--- config.mk ---
export PLATFORM = sky130hd
export DESIGN_NAME = dcec_enable_ctrl
export DESIGN_NICKNAME = d
export VERILOG_FILES = /design/src/verilog/dcec_pkg.sv /design/src/verilog/dcec_enable_ctrl.sv
export SDC_FILE = /design/constraint.sdc
export NUM_CORES = 1
export LEC_CHECK = 0
export BUFFER_PORTS_ARGS = -buffer_cell sky130_fd_sc_hd__buf_2
export CORE_MARGIN = 3
export CORE_UTILIZATION = 30
export CTS_CLUSTER_DIAMETER = 100
export DETAILED_ROUTE_END_ITERATION = 16
export GPL_ROUTABILITY_DRIVEN = 0
export PLACE_DENSITY_LB_ADDON = 0.12
export REMOVE_ABC_BUFFERS = 1
export SLEW_MARGIN = 10
export SYNTH_ARGS = -nofsm -noshare
export SYNTH_HDL_FRONTEND = slang
export SYNTH_SLANG_ARGS = --single-unit
--- constraint.sdc ---
create_clock -name clk -period 5.25 [get_ports clk]
set_input_delay 1.575 -clock clk [delete_from_list [all_inputs] [get_ports clk]]
set_output_delay 1.575 -clock clk [all_outputs]
set_load 0.03 [all_outputs]
--- src/verilog/dcec_pkg.sv ---
`default_nettype none
package dcec_pkg;
   localparam int DCEC_AW = 5;
   localparam int DCEC_DW = 32;
   localparam int DCEC_NSRC = 16;
   localparam int DCEC_SELW = 4;
   localparam int DCEC_STW = 4;

   // register byte offsets
   localparam logic [DCEC_AW-1:0] DCEC_CTRL_OFF = 5'h00;
   localparam logic [DCEC_AW-1:0] DCEC_SRC_OFF = 5'h04;
   localparam logic [DCEC_AW-1:0] DCEC_STAT_OFF = 5'h08;
   localparam logic [DCEC_AW-1:0] DCEC_MASK_OFF = 5'h0c;
   localparam logic [DCEC_AW-1:0] DCEC_STATE_OFF = 5'h10;

   // channel_control_register fields
   localparam int DCEC_CH1_MASTER_BIT = 7;
   localparam int DCEC_CH1_XFER_BIT = 6;
   localparam int DCEC_CH0_MASTER_BIT = 5;
   localparam int DCEC_CH0_XFER_BIT = 4;
   localparam int DCEC_CH1_END_IE_BIT = 2;
   localparam int DCEC_CH0_BURST_BIT = 8;

   // source select fields
   localparam int DCEC_CH0_SEL_LSB = 0;
   localparam int DCEC_CH1_SEL_LSB = 4;

   // status / mask bits
   localparam int DCEC_ST_CH1_END = 0;
   localparam int DCEC_ST_CH0_BREAK = 1;
   localparam int DCEC_ST_CH0_DONE = 2;
   localparam int DCEC_ST_CH1_DONE = 3;

   // state register bits
   localparam int DCEC_SS_CH0_RUN = 0;
   localparam int DCEC_SS_CH1_RUN = 1;
   localparam int DCEC_SS_CH0_HELD = 2;
   localparam int DCEC_SS_CH1_END_REQ = 3;

   localparam logic [DCEC_SELW-1:0] DCEC_SEL_RST = 4'h0;
   localparam logic [DCEC_STW-1:0] DCEC_STAT_RST = 4'h0;
   localparam logic [DCEC_STW-1:0] DCEC_MASK_RST = 4'h0;

   typedef struct packed {
      logic ch0Burst;
      logic ch1Master;
      logic ch1Xfer;
      logic ch0Master;
      logic ch0Xfer;
      logic ch1EndIe;
   } dcec_ctrl_t;

   localparam dcec_ctrl_t DCEC_CTRL_RST = '0;

   // completion and progress from the transfer engine
   typedef struct packed {
      logic ch0Done;
      logic ch1Done;
      logic ch0BurstBusy;
   } dcec_eng_t;
endpackage
`default_nettype wire

--- src/verilog/dcec_enable_ctrl.sv ---
// Function
// - channel 1 transfer enable: read/write, resets 0, gates selected source
// - channel 1 enable at 0: no transfer, selected source requests ignored
// - channel 1 disabled: selected internal interrupt still reaches CPU
// - channel 1 end irq enable 1 and transfer enable 0: end request
// - channel 1 both enables 1: wait for source request, then transfer
// - channel 1 enable cleared by reset, count done, software zero write
// - channel 1 enable sets only on write 1 after reading it 0
// - channel 0 master enable read/write, resets 0, ANDed with enable
// - NMI mid burst on channel 0 clears master enable, stops, frees bus
// - setting channel 0 master enable again resumes the stopped transfer
// - block mode: NMI leaves channel 0 master enable and transfer alone
// - channel 0 master cleared by reset, burst NMI, software zero write
// - channel 0 master enable sets only on write 1 after reading 0
// - channel 1 runs only with master enable and transfer enable both 1
// - channel 0 both enables 1: wait for source request, then transfer
//
// The implementer's own choices: the register addresses and the Wishbone register port.
`timescale 1ns/100ps
`default_nettype none
module dcec_enable_ctrl (
   input wire logic clk,
   input wire logic rst_n,
   input wire logic wb_cyc_i,
   input wire logic wb_stb_i,
   input wire logic wb_we_i,
   input wire logic [dcec_pkg::DCEC_AW-1:0] wb_adr_i,
   input wire logic [3:0] wb_sel_i,
   input wire logic [dcec_pkg::DCEC_DW-1:0] wb_dat_i,
   output logic [dcec_pkg::DCEC_DW-1:0] wb_dat_o,
   output logic wb_ack_o,
   input wire logic [dcec_pkg::DCEC_NSRC-1:0] srcReq,
   input wire dcec_pkg::dcec_eng_t engStat,
   input wire logic nmiPin,
   output logic ch0Run,
   output logic ch1Run,
   output logic ch0Req,
   output logic ch1Req,
   output logic ch0BusRelease,
   output logic [dcec_pkg::DCEC_NSRC-1:0] cpuIrqFwd,
   output logic ch1EndReq,
   output logic irq
);
   import dcec_pkg::*;

   dcec_ctrl_t ctrl_q;
   logic [DCEC_SELW-1:0] ch0Sel_q, ch1Sel_q;
   logic [DCEC_STW-1:0] stat_q, mask_q;
   logic [DCEC_STW-1:0] statSet;
   logic ack_q;
   logic [DCEC_DW-1:0] rdat_q;
   logic nmiMeta_q, nmiSync_q, nmiPrev_q;
   logic nmiEdge;
   logic ch1XferPrev_q;
   logic held_q;
   logic seen0Xfer_q, seen0Master_q, seen1Xfer_q, seen1Master_q;
   logic busReq, wrAct, rdAct;
   logic wrCtrl, wrSrc, wrStat, wrMask;
   logic burstNmi;
   logic [DCEC_NSRC-1:0] consumed;

   assign busReq = wb_cyc_i & wb_stb_i;
   // access completes at the edge that samples ack high
   assign wrAct = busReq & ack_q & wb_we_i;
   assign rdAct = busReq & ack_q & ~wb_we_i;
   assign wrCtrl = wrAct & (wb_adr_i == DCEC_CTRL_OFF);
   assign wrSrc = wrAct & (wb_adr_i == DCEC_SRC_OFF) & wb_sel_i[0];
   assign wrStat = wrAct & (wb_adr_i == DCEC_STAT_OFF) & wb_sel_i[0];
   assign wrMask = wrAct & (wb_adr_i == DCEC_MASK_OFF) & wb_sel_i[0];

   // bus slave: one wait state, ack for one cycle
   always_ff @(posedge clk or negedge rst_n) begin
      if (!rst_n) begin
         ack_q <= 1'b0;
      end else begin
         ack_q <= busReq & ~ack_q;
      end
   end

   always_ff @(posedge clk or negedge rst_n) begin
      if (!rst_n) begin
         rdat_q <= '0;
      end else if (busReq & ~ack_q) begin
         rdat_q <= '0;
         case (wb_adr_i)
            DCEC_CTRL_OFF: begin
               rdat_q[DCEC_CH1_MASTER_BIT] <= ctrl_q.ch1Master;
               rdat_q[DCEC_CH1_XFER_BIT] <= ctrl_q.ch1Xfer;
               rdat_q[DCEC_CH0_MASTER_BIT] <= ctrl_q.ch0Master;
               rdat_q[DCEC_CH0_XFER_BIT] <= ctrl_q.ch0Xfer;
               rdat_q[DCEC_CH1_END_IE_BIT] <= ctrl_q.ch1EndIe;
               rdat_q[DCEC_CH0_BURST_BIT] <= ctrl_q.ch0Burst;
            end
            DCEC_SRC_OFF: begin
               rdat_q[DCEC_CH0_SEL_LSB +: DCEC_SELW] <= ch0Sel_q;
               rdat_q[DCEC_CH1_SEL_LSB +: DCEC_SELW] <= ch1Sel_q;
            end
            DCEC_STAT_OFF: rdat_q[DCEC_STW-1:0] <= stat_q;
            DCEC_MASK_OFF: rdat_q[DCEC_STW-1:0] <= mask_q;
            DCEC_STATE_OFF: begin
               rdat_q[DCEC_SS_CH0_RUN] <= ch0Run;
               rdat_q[DCEC_SS_CH1_RUN] <= ch1Run;
               rdat_q[DCEC_SS_CH0_HELD] <= held_q;
               rdat_q[DCEC_SS_CH1_END_REQ] <= ch1EndReq;
            end
            default: rdat_q <= '0;
         endcase
      end
   end

   assign wb_dat_o = rdat_q;
   assign wb_ack_o = ack_q;

   // nmi pin synchroniser and rising edge
   always_ff @(posedge clk or negedge rst_n) begin
      if (!rst_n) begin
         nmiMeta_q <= 1'b0;
         nmiSync_q <= 1'b0;
         nmiPrev_q <= 1'b0;
      end else begin
         nmiMeta_q <= nmiPin;
         nmiSync_q <= nmiMeta_q;
         nmiPrev_q <= nmiSync_q;
      end
   end

   assign nmiEdge = nmiSync_q & ~nmiPrev_q;
   // block mode (ch0Burst 0) never takes this path
   assign burstNmi = nmiEdge & ctrl_q.ch0Burst & engStat.ch0BurstBusy;

   // read-as-zero tracking for the guarded set
   always_ff @(posedge clk or negedge rst_n) begin
      if (!rst_n) begin
         seen0Xfer_q <= 1'b0;
         seen0Master_q <= 1'b0;
         seen1Xfer_q <= 1'b0;
         seen1Master_q <= 1'b0;
      end else if (rdAct & (wb_adr_i == DCEC_CTRL_OFF)) begin
         seen0Xfer_q <= ~ctrl_q.ch0Xfer;
         seen0Master_q <= ~ctrl_q.ch0Master;
         seen1Xfer_q <= ~ctrl_q.ch1Xfer;
         seen1Master_q <= ~ctrl_q.ch1Master;
      end else if (wrCtrl & wb_sel_i[0]) begin
         seen0Xfer_q <= 1'b0;
         seen0Master_q <= 1'b0;
         seen1Xfer_q <= 1'b0;
         seen1Master_q <= 1'b0;
      end
   end

   // control bits; hardware clears beat software sets
   always_ff @(posedge clk or negedge rst_n) begin
      if (!rst_n) begin
         ctrl_q <= DCEC_CTRL_RST;
      end else begin
         if (wrCtrl & wb_sel_i[0]) begin
            ctrl_q.ch1EndIe <= wb_dat_i[DCEC_CH1_END_IE_BIT];
            if (!wb_dat_i[DCEC_CH1_XFER_BIT]) begin
               ctrl_q.ch1Xfer <= 1'b0;
            end else if (seen1Xfer_q) begin
               ctrl_q.ch1Xfer <= 1'b1;
            end
            if (!wb_dat_i[DCEC_CH0_XFER_BIT]) begin
               ctrl_q.ch0Xfer <= 1'b0;
            end else if (seen0Xfer_q) begin
               ctrl_q.ch0Xfer <= 1'b1;
            end
            if (!wb_dat_i[DCEC_CH0_MASTER_BIT]) begin
               ctrl_q.ch0Master <= 1'b0;
            end else if (seen0Master_q) begin
               ctrl_q.ch0Master <= 1'b1;
            end
            if (!wb_dat_i[DCEC_CH1_MASTER_BIT]) begin
               ctrl_q.ch1Master <= 1'b0;
            end else if (seen1Master_q) begin
               ctrl_q.ch1Master <= 1'b1;
            end
         end
         if (wrCtrl & wb_sel_i[1]) begin
            ctrl_q.ch0Burst <= wb_dat_i[DCEC_CH0_BURST_BIT];
         end
         if (engStat.ch1Done) begin
            ctrl_q.ch1Xfer <= 1'b0;
         end
         if (engStat.ch0Done) begin
            ctrl_q.ch0Xfer <= 1'b0;
         end
         if (burstNmi) begin
            ctrl_q.ch0Master <= 1'b0;
         end
      end
   end

   // suspended burst remembered until master enable returns or transfer enable clears
   always_ff @(posedge clk or negedge rst_n) begin
      if (!rst_n) begin
         held_q <= 1'b0;
      end else if (burstNmi) begin
         held_q <= 1'b1;
      end else if (ctrl_q.ch0Master | ~ctrl_q.ch0Xfer) begin
         held_q <= 1'b0;
      end
   end

   always_ff @(posedge clk or negedge rst_n) begin
      if (!rst_n) begin
         ch0Sel_q <= DCEC_SEL_RST;
         ch1Sel_q <= DCEC_SEL_RST;
      end else if (wrSrc) begin
         ch0Sel_q <= wb_dat_i[DCEC_CH0_SEL_LSB +: DCEC_SELW];
         ch1Sel_q <= wb_dat_i[DCEC_CH1_SEL_LSB +: DCEC_SELW];
      end
   end

   // run enables and gated requests
   assign ch0Run = ctrl_q.ch0Xfer & ctrl_q.ch0Master;
   assign ch1Run = ctrl_q.ch1Xfer & ctrl_q.ch1Master;
   // engine keeps its counters, so a renewed ch0Run resumes in place
   assign ch0Req = ch0Run & srcReq[ch0Sel_q];
   assign ch1Req = ch1Run & srcReq[ch1Sel_q];
   // bus returns to the channel in the cycle master enable is set again
   assign ch0BusRelease = held_q & ~ctrl_q.ch0Master;
   assign ch1EndReq = ctrl_q.ch1EndIe & ~ctrl_q.ch1Xfer;

   // selected source is taken by an enabled channel, others pass to cpu
   generate
      for (genvar i = 0; i < DCEC_NSRC; i++) begin : g_fwd
         assign consumed[i] = (ctrl_q.ch0Xfer & (ch0Sel_q == DCEC_SELW'(i)))
            | (ctrl_q.ch1Xfer & (ch1Sel_q == DCEC_SELW'(i)));
         assign cpuIrqFwd[i] = srcReq[i] & ~consumed[i];
      end
   endgenerate

   always_ff @(posedge clk or negedge rst_n) begin
      if (!rst_n) begin
         ch1XferPrev_q <= 1'b0;
      end else begin
         ch1XferPrev_q <= ctrl_q.ch1Xfer;
      end
   end

   always_comb begin
      statSet = '0;
      statSet[DCEC_ST_CH1_END] = ch1XferPrev_q & ~ctrl_q.ch1Xfer
         & ctrl_q.ch1EndIe;
      statSet[DCEC_ST_CH0_BREAK] = burstNmi;
      statSet[DCEC_ST_CH0_DONE] = engStat.ch0Done;
      statSet[DCEC_ST_CH1_DONE] = engStat.ch1Done;
   end

   // sticky status, write one to clear, set wins
   always_ff @(posedge clk or negedge rst_n) begin
      if (!rst_n) begin
         stat_q <= DCEC_STAT_RST;
      end else if (wrStat) begin
         stat_q <= (stat_q & ~wb_dat_i[DCEC_STW-1:0]) | statSet;
      end else begin
         stat_q <= stat_q | statSet;
      end
   end

   always_ff @(posedge clk or negedge rst_n) begin
      if (!rst_n) begin
         mask_q <= DCEC_MASK_RST;
      end else if (wrMask) begin
         mask_q <= wb_dat_i[DCEC_STW-1:0];
      end
   end

   assign irq = |(stat_q & mask_q);
endmodule
`default_nettype wire

**Word level (Yosys, flattened, before mapping)**

Index checks and enable logic that the tools add are counted.
Widths: inputs -> output; s select.

- Bits in registers: 41
- Input port bits: 66
- Logic and storage cells: 222

- Magnitude comparators: 2
- Eq/ne operators: 38
- Multiplexer cells: 29
- Bitwise gates (word level): 119
- Reductions and logical operators: 13

Operator list:

| kind | number |
|---|---|
| $and 1x1->1 | 74 |
| $eq 4x4->1 const B | 16 |
| $eq 4x3->1 const B | 8 |
| $not 1->1 | 23 |
| $mux 1 | 21 |
| $or 1x1->1 | 17 |
| $eq 4x2->1 const B | 4 |
| $eq 5x4->1 const B | 2 |
| $lt 4x5->1 const B | 2 |
| $reduce_bool 2->1 | 5 |
| $ne 3x1->1 const B | 3 |
| $and 4x4->4 | 2 |
| $bmux 1 s4 | 2 |
| $eq 4x1->1 const B | 2 |
| $logic_not 4->1 | 2 |
| $mux 4 | 2 |
| $or 4x4->4 | 2 |
| $pmux 2 s4 | 1 |
| $pmux 4 s2 | 1 |
| $reduce_and 2->1 | 4 |
| $eq 5x3->1 const B | 1 |
| $eq 5x5->1 const B | 1 |
| $logic_not 5->1 | 1 |
| $pmux 1 s5 | 1 |
| other kinds (4) | 4 |

**Longest topological paths before layout**

- Depth in word-level cells: 7
- Depth in mapped cells: 5
- Mapped depth without buffers: 4

**Worst setup path before layout**

OpenSTA, ideal clock, no wires.

- Path kind: input port to output port
- Start point: input port srcReq[13] in the netlist's numbering
- End point: output port ch1Req
- Arrival: 2554 ps
- Required time: 3675 ps
- Path slack: 1121 ps
- Cell stages on the path: 3
- Cell sequence: mux4_2 mux2i_1 o21ai_0

- Cells in the longest elaborated chain, start to end: 3

RTL lines:

| item | RTL line | text |
|---|---|---|
| start: declaration | dcec_enable_ctrl.sv:32 | `input wire logic [dcec_pkg::DCEC_NSRC-1:0] srcReq,` |
| $bmux 1 s4 | dcec_enable_ctrl.sv:220 | `assign ch1Req = ch1Run & srcReq[ch1Sel_q];` |
| $mux 1 (not written as such) | dcec_enable_ctrl.sv:220 |  |
| $and 1x1->1 | dcec_enable_ctrl.sv:220 |  |
| end: declaration | dcec_enable_ctrl.sv:38 | `output logic ch1Req,` |

Every way passes these cells. The select of a mux whose other input is x is not followed.

**Final worst setup path**

- Start point: input port srcReq[7] in the netlist's numbering
- End point: output port ch0Req

- Cells in the longest elaborated chain, start to end: 3

RTL lines:

| item | RTL line | text |
|---|---|---|
| $bmux 1 s4 | dcec_enable_ctrl.sv:219 | `assign ch0Req = ch0Run & srcReq[ch0Sel_q];` |
| $mux 1 (not written as such) | dcec_enable_ctrl.sv:219 |  |
| $and 1x1->1 | dcec_enable_ctrl.sv:219 |  |
| end: declaration | dcec_enable_ctrl.sv:37 | `output logic ch0Req,` |

Every way passes these cells. The select of a mux whose other input is x is not followed.

==> metrics list <==
- Clock Latency Late Sink: 0.29 ns
* Nets: 401
* TritonCTS Sinks: 41
- Count of input and output buffers: 73
- Height of the die: 99.32 um
* Period minus WS final: 4.270 ns
- In this run the tightest slew margin relative to its limit is 39.43%.
- Area of the core: 8341 um^2
* Library cell used as clock root buffer: sky130_fd_sc_hd__clkbuf_8
* Iteration-0 DRC Markers: 93
- Resized cells post-CTS: 0
- The detail route stage leaves a number of antenna-violating nets equal to 0.
- Maximum capacitance violations: 0
- Clock tree synthesis inserted a total of 5 buffers.
- By area the synthesized netlist is led by sky130_fd_sc_hd__dfrtp_1 (39%), sky130_fd_sc_hd__buf_4 (6.9%), sky130_fd_sc_hd__mux4_2 (6.0%).
* Number of placed instances, taps included: 433
* Worst Max-Slew Pin Slew: 0.9086 ns
- Once the clock tree was built, the setup fixing pass inserted 0 buffers.
- For this run, design rule violations remaining after detail routing come to 0.
* Number of I/O pins: 122
* Arr. time, crit path: 2.70 ns
- Setup repair after global routing left no endpoint under its margin.
* Floorplan die area: 9864 um^2
- Antenna violations before repair: 0
- Antenna diode count: 0
* Count of hold buffers inserted by post-cts repair: 0
- Cell taking the most area after synthesis: sky130_fd_sc_hd__dfrtp_1
- Average wire per standard cell: 16.51 um
- The detailed router used layers up to and including met4.
- Routed length on met1: 3.309 mm
- The top cell type by area accounts for 39.27% of the synthesized area.
- TritonCTS built the clock tree.
- GRT Util Overall: 14.86%
- H-tree levels: 2
* Clock Pin Slew Worst Setup and Hold Paths: 0.06 ns
- The final layout contains routed wiring with a total length of 7.250 mm.
* Met2 Wirelength: 3.349 mm
- Synthesis produced a netlist whose cell count is 268.
- Top_reg_cell synth: sky130_fd_sc_hd__dfrtp_1
- Number of distinct library cells after synthesis: 43
- Entering global routing, the biggest net connects 42 pins.
* Initial cell density of the core: 31.32%
* Cell area after synthesis: 2613 um^2
- First-pass DRT Iterations: 4
- First-pass GRT wire length: 11.53 mm
- GRT overflow: 0
- Average cell area after synthesis: 9.748 um^2
- Result of the run: finished clean
- Setup violations, final: 0
- Counting flops with a built-in enable in the synthesized netlist gives 0.
- Achievable Freq: 0.2342 GHz
* HPWL after DPL: 5.611 mm
* Final sum of negative setup slack: 0 ns
- Synth Register Bits: 41
* Setup Skew: 0.009973 ns
- Leak Pwr: 1.481 nW
- For this run, the number of Yosys warnings is 0.
* Kind of end point of the critical path: output port
- The floorplan has 33 rows.
- Die outline width: 99.32 um
- Worst-case setup margin in the final layout: 0.9795 ns
- Critical path class: in2out
- Area Overhead vs Synth: 15.90%
* Reg-to-reg slack, setup: 3.74 ns
- Crit start category: input pin
- Portion of the clock cycle consumed by the worst path in the final layout: 81.34%
- Leaving out fill and tap cells, the most frequent cell in the layout is sky130_fd_sc_hd__buf_2.
- Buffer levels on the longest clock path: 2
* Layout cell share with drive strength beyond 1: 31.44%
- For the worst setup path, the data required time is 3.68 ns.
- The number of global-route vias before repair came to 2195.
* Worst slack at placement: 0.9885 ns
- Sequential cell area fraction in the yosys report: 39.27%
- The top cell types in the final layout, fill and taps aside, are sky130_fd_sc_hd__buf_2 (73), sky130_fd_sc_hd__nand2_1 (41), sky130_fd_sc_hd__dfrtp_1 (41), sky130_fd_sc_hd__conb_1 (23), sky130_fd_sc_hd__nor2_1 (13).
* Total met3 wirelength after detailed routing: 507 um
- The final route contains 2203 vias.
- For this run, the number of standard cells in the final layout without fillers is 439.
- P per Cell Area: 209.7 nW/um^2
- Via-to-Cell Ratio: 5.018
* Min-Delay Path Class: reg2reg
- Maximum VDD drop: 0.1301 mV
- Maximum net fanout on the critical path: 3
- The max-slew violation count came to 0.
* Fin. Hold Viols: 0
- After synthesis, the share of flip-flops with an asynchronous set or reset is 100.0%.
metal layers:
metal  global-route usage [%]  vias up
met4                    3.782        0
li1                         -     1053
met5                        0        -
met3                    2.525        8
met1                    20.26     1045
met2                    24.54       97
worst paths after layout:
kind                                     start                       to  cells past startpoint
hold reg to reg            nmiMeta_q$_DFF_PN0_      nmiSync_q$_DFF_PN0_                      0
setup / recovery                     srcReq[7]                   ch0Req                      5
min in group asynchronous                rst_n    ctrl_q[5]$_DFFE_PN0P_                      1
setup reg to reg            wb_ack_o$_DFF_PN0_  wb_dat_o[0]$_DFFE_PN0P_                      4
hold / removal             nmiMeta_q$_DFF_PN0_      nmiSync_q$_DFF_PN0_                      0
max in group asynchronous                rst_n       held_q$_DFFE_PN0P_                      1
cell usage after synthesis (5+ instances only):
library cell,count
sky130_fd_sc_hd__a21oi_1,11
sky130_fd_sc_hd__a221oi_1,6
sky130_fd_sc_hd__a22oi_1,11
sky130_fd_sc_hd__and3_1,8
sky130_fd_sc_hd__buf_4,24
sky130_fd_sc_hd__clkbuf_1,10
sky130_fd_sc_hd__dfrtp_1,41
sky130_fd_sc_hd__inv_1,12
sky130_fd_sc_hd__mux2_4,8
sky130_fd_sc_hd__mux2i_1,5
sky130_fd_sc_hd__mux4_2,7
sky130_fd_sc_hd__nand2_1,41
sky130_fd_sc_hd__nand3_1,9
sky130_fd_sc_hd__nor2_1,13
sky130_fd_sc_hd__nor2b_1,5
sky130_fd_sc_hd__nor3_1,5
sky130_fd_sc_hd__o21ai_0,9
area by class of cell:
class                      instances  area (um^2)
sequential                        41         1026
clock buffer                       5        68.82
clock inverter                     1        5.005
tap                              105        131.4
timing repair buffer              73        365.4
fill                             869         5313
inverter                          12        45.04
multi-input combinational        202         1386
stage by stage:
stage                     instance area [um^2]  util [%]  hold WS [ns]  total power [mW]
after global placement                    2954     35.42        0.3333            0.4545
after detailed placement                  2954     35.42        0.3347            0.4545
final                                     3028     36.30        0.3486            0.6351
after floorplan                           2457         -        0.3312            0.4060
after CTS                                 3028     36.30        0.3505            0.6445
after global routing                      3028     36.30        0.3542            0.6665
logic make-up after synthesis:
| family | share of synthesized area, % |
|---|---|
| AO/OA/AOI/OAI | 14.37 |
| flip-flops | 39.27 |
| AND/OR/NAND/NOR | 19.40 |
| multiplexers | 16.00 |
| other | 0.1435 |
| buffers and inverters | 10.82 |
flip-flops by register name (all words and copies together), names as in the netlist:
name	flops
seen0Master_q	1
wb_dat_o	9
held_q	1
ctrl_q	6
ch1XferPrev_q	1
ch0Sel_q	4
seen0Xfer_q	1
ch1Sel_q	4
wb_ack_o	1
nmiMeta_q	1
nmiPrev_q	1
mask_q	4
seen1Master_q	1
nmiSync_q	1
stat_q	4
seen1Xfer_q	1
where the power goes:
part,internal [mW],total [mW],switching [mW]
Sequential,0.323,0.330,0.00633
Clock,0.0874,0.187,0.0995
Combinational,0.0360,0.119,0.0826
critical path, cell delays in order:
cell and delay, ns:
sky130_fd_sc_hd__buf_2 0.11, sky130_fd_sc_hd__mux4_2 0.45, sky130_fd_sc_hd__a22oi_1 0.26, sky130_fd_sc_hd__a21oi_1 0.11, sky130_fd_sc_hd__buf_2 0.18
No activity file was read; power rests on OpenSTA's default activity.
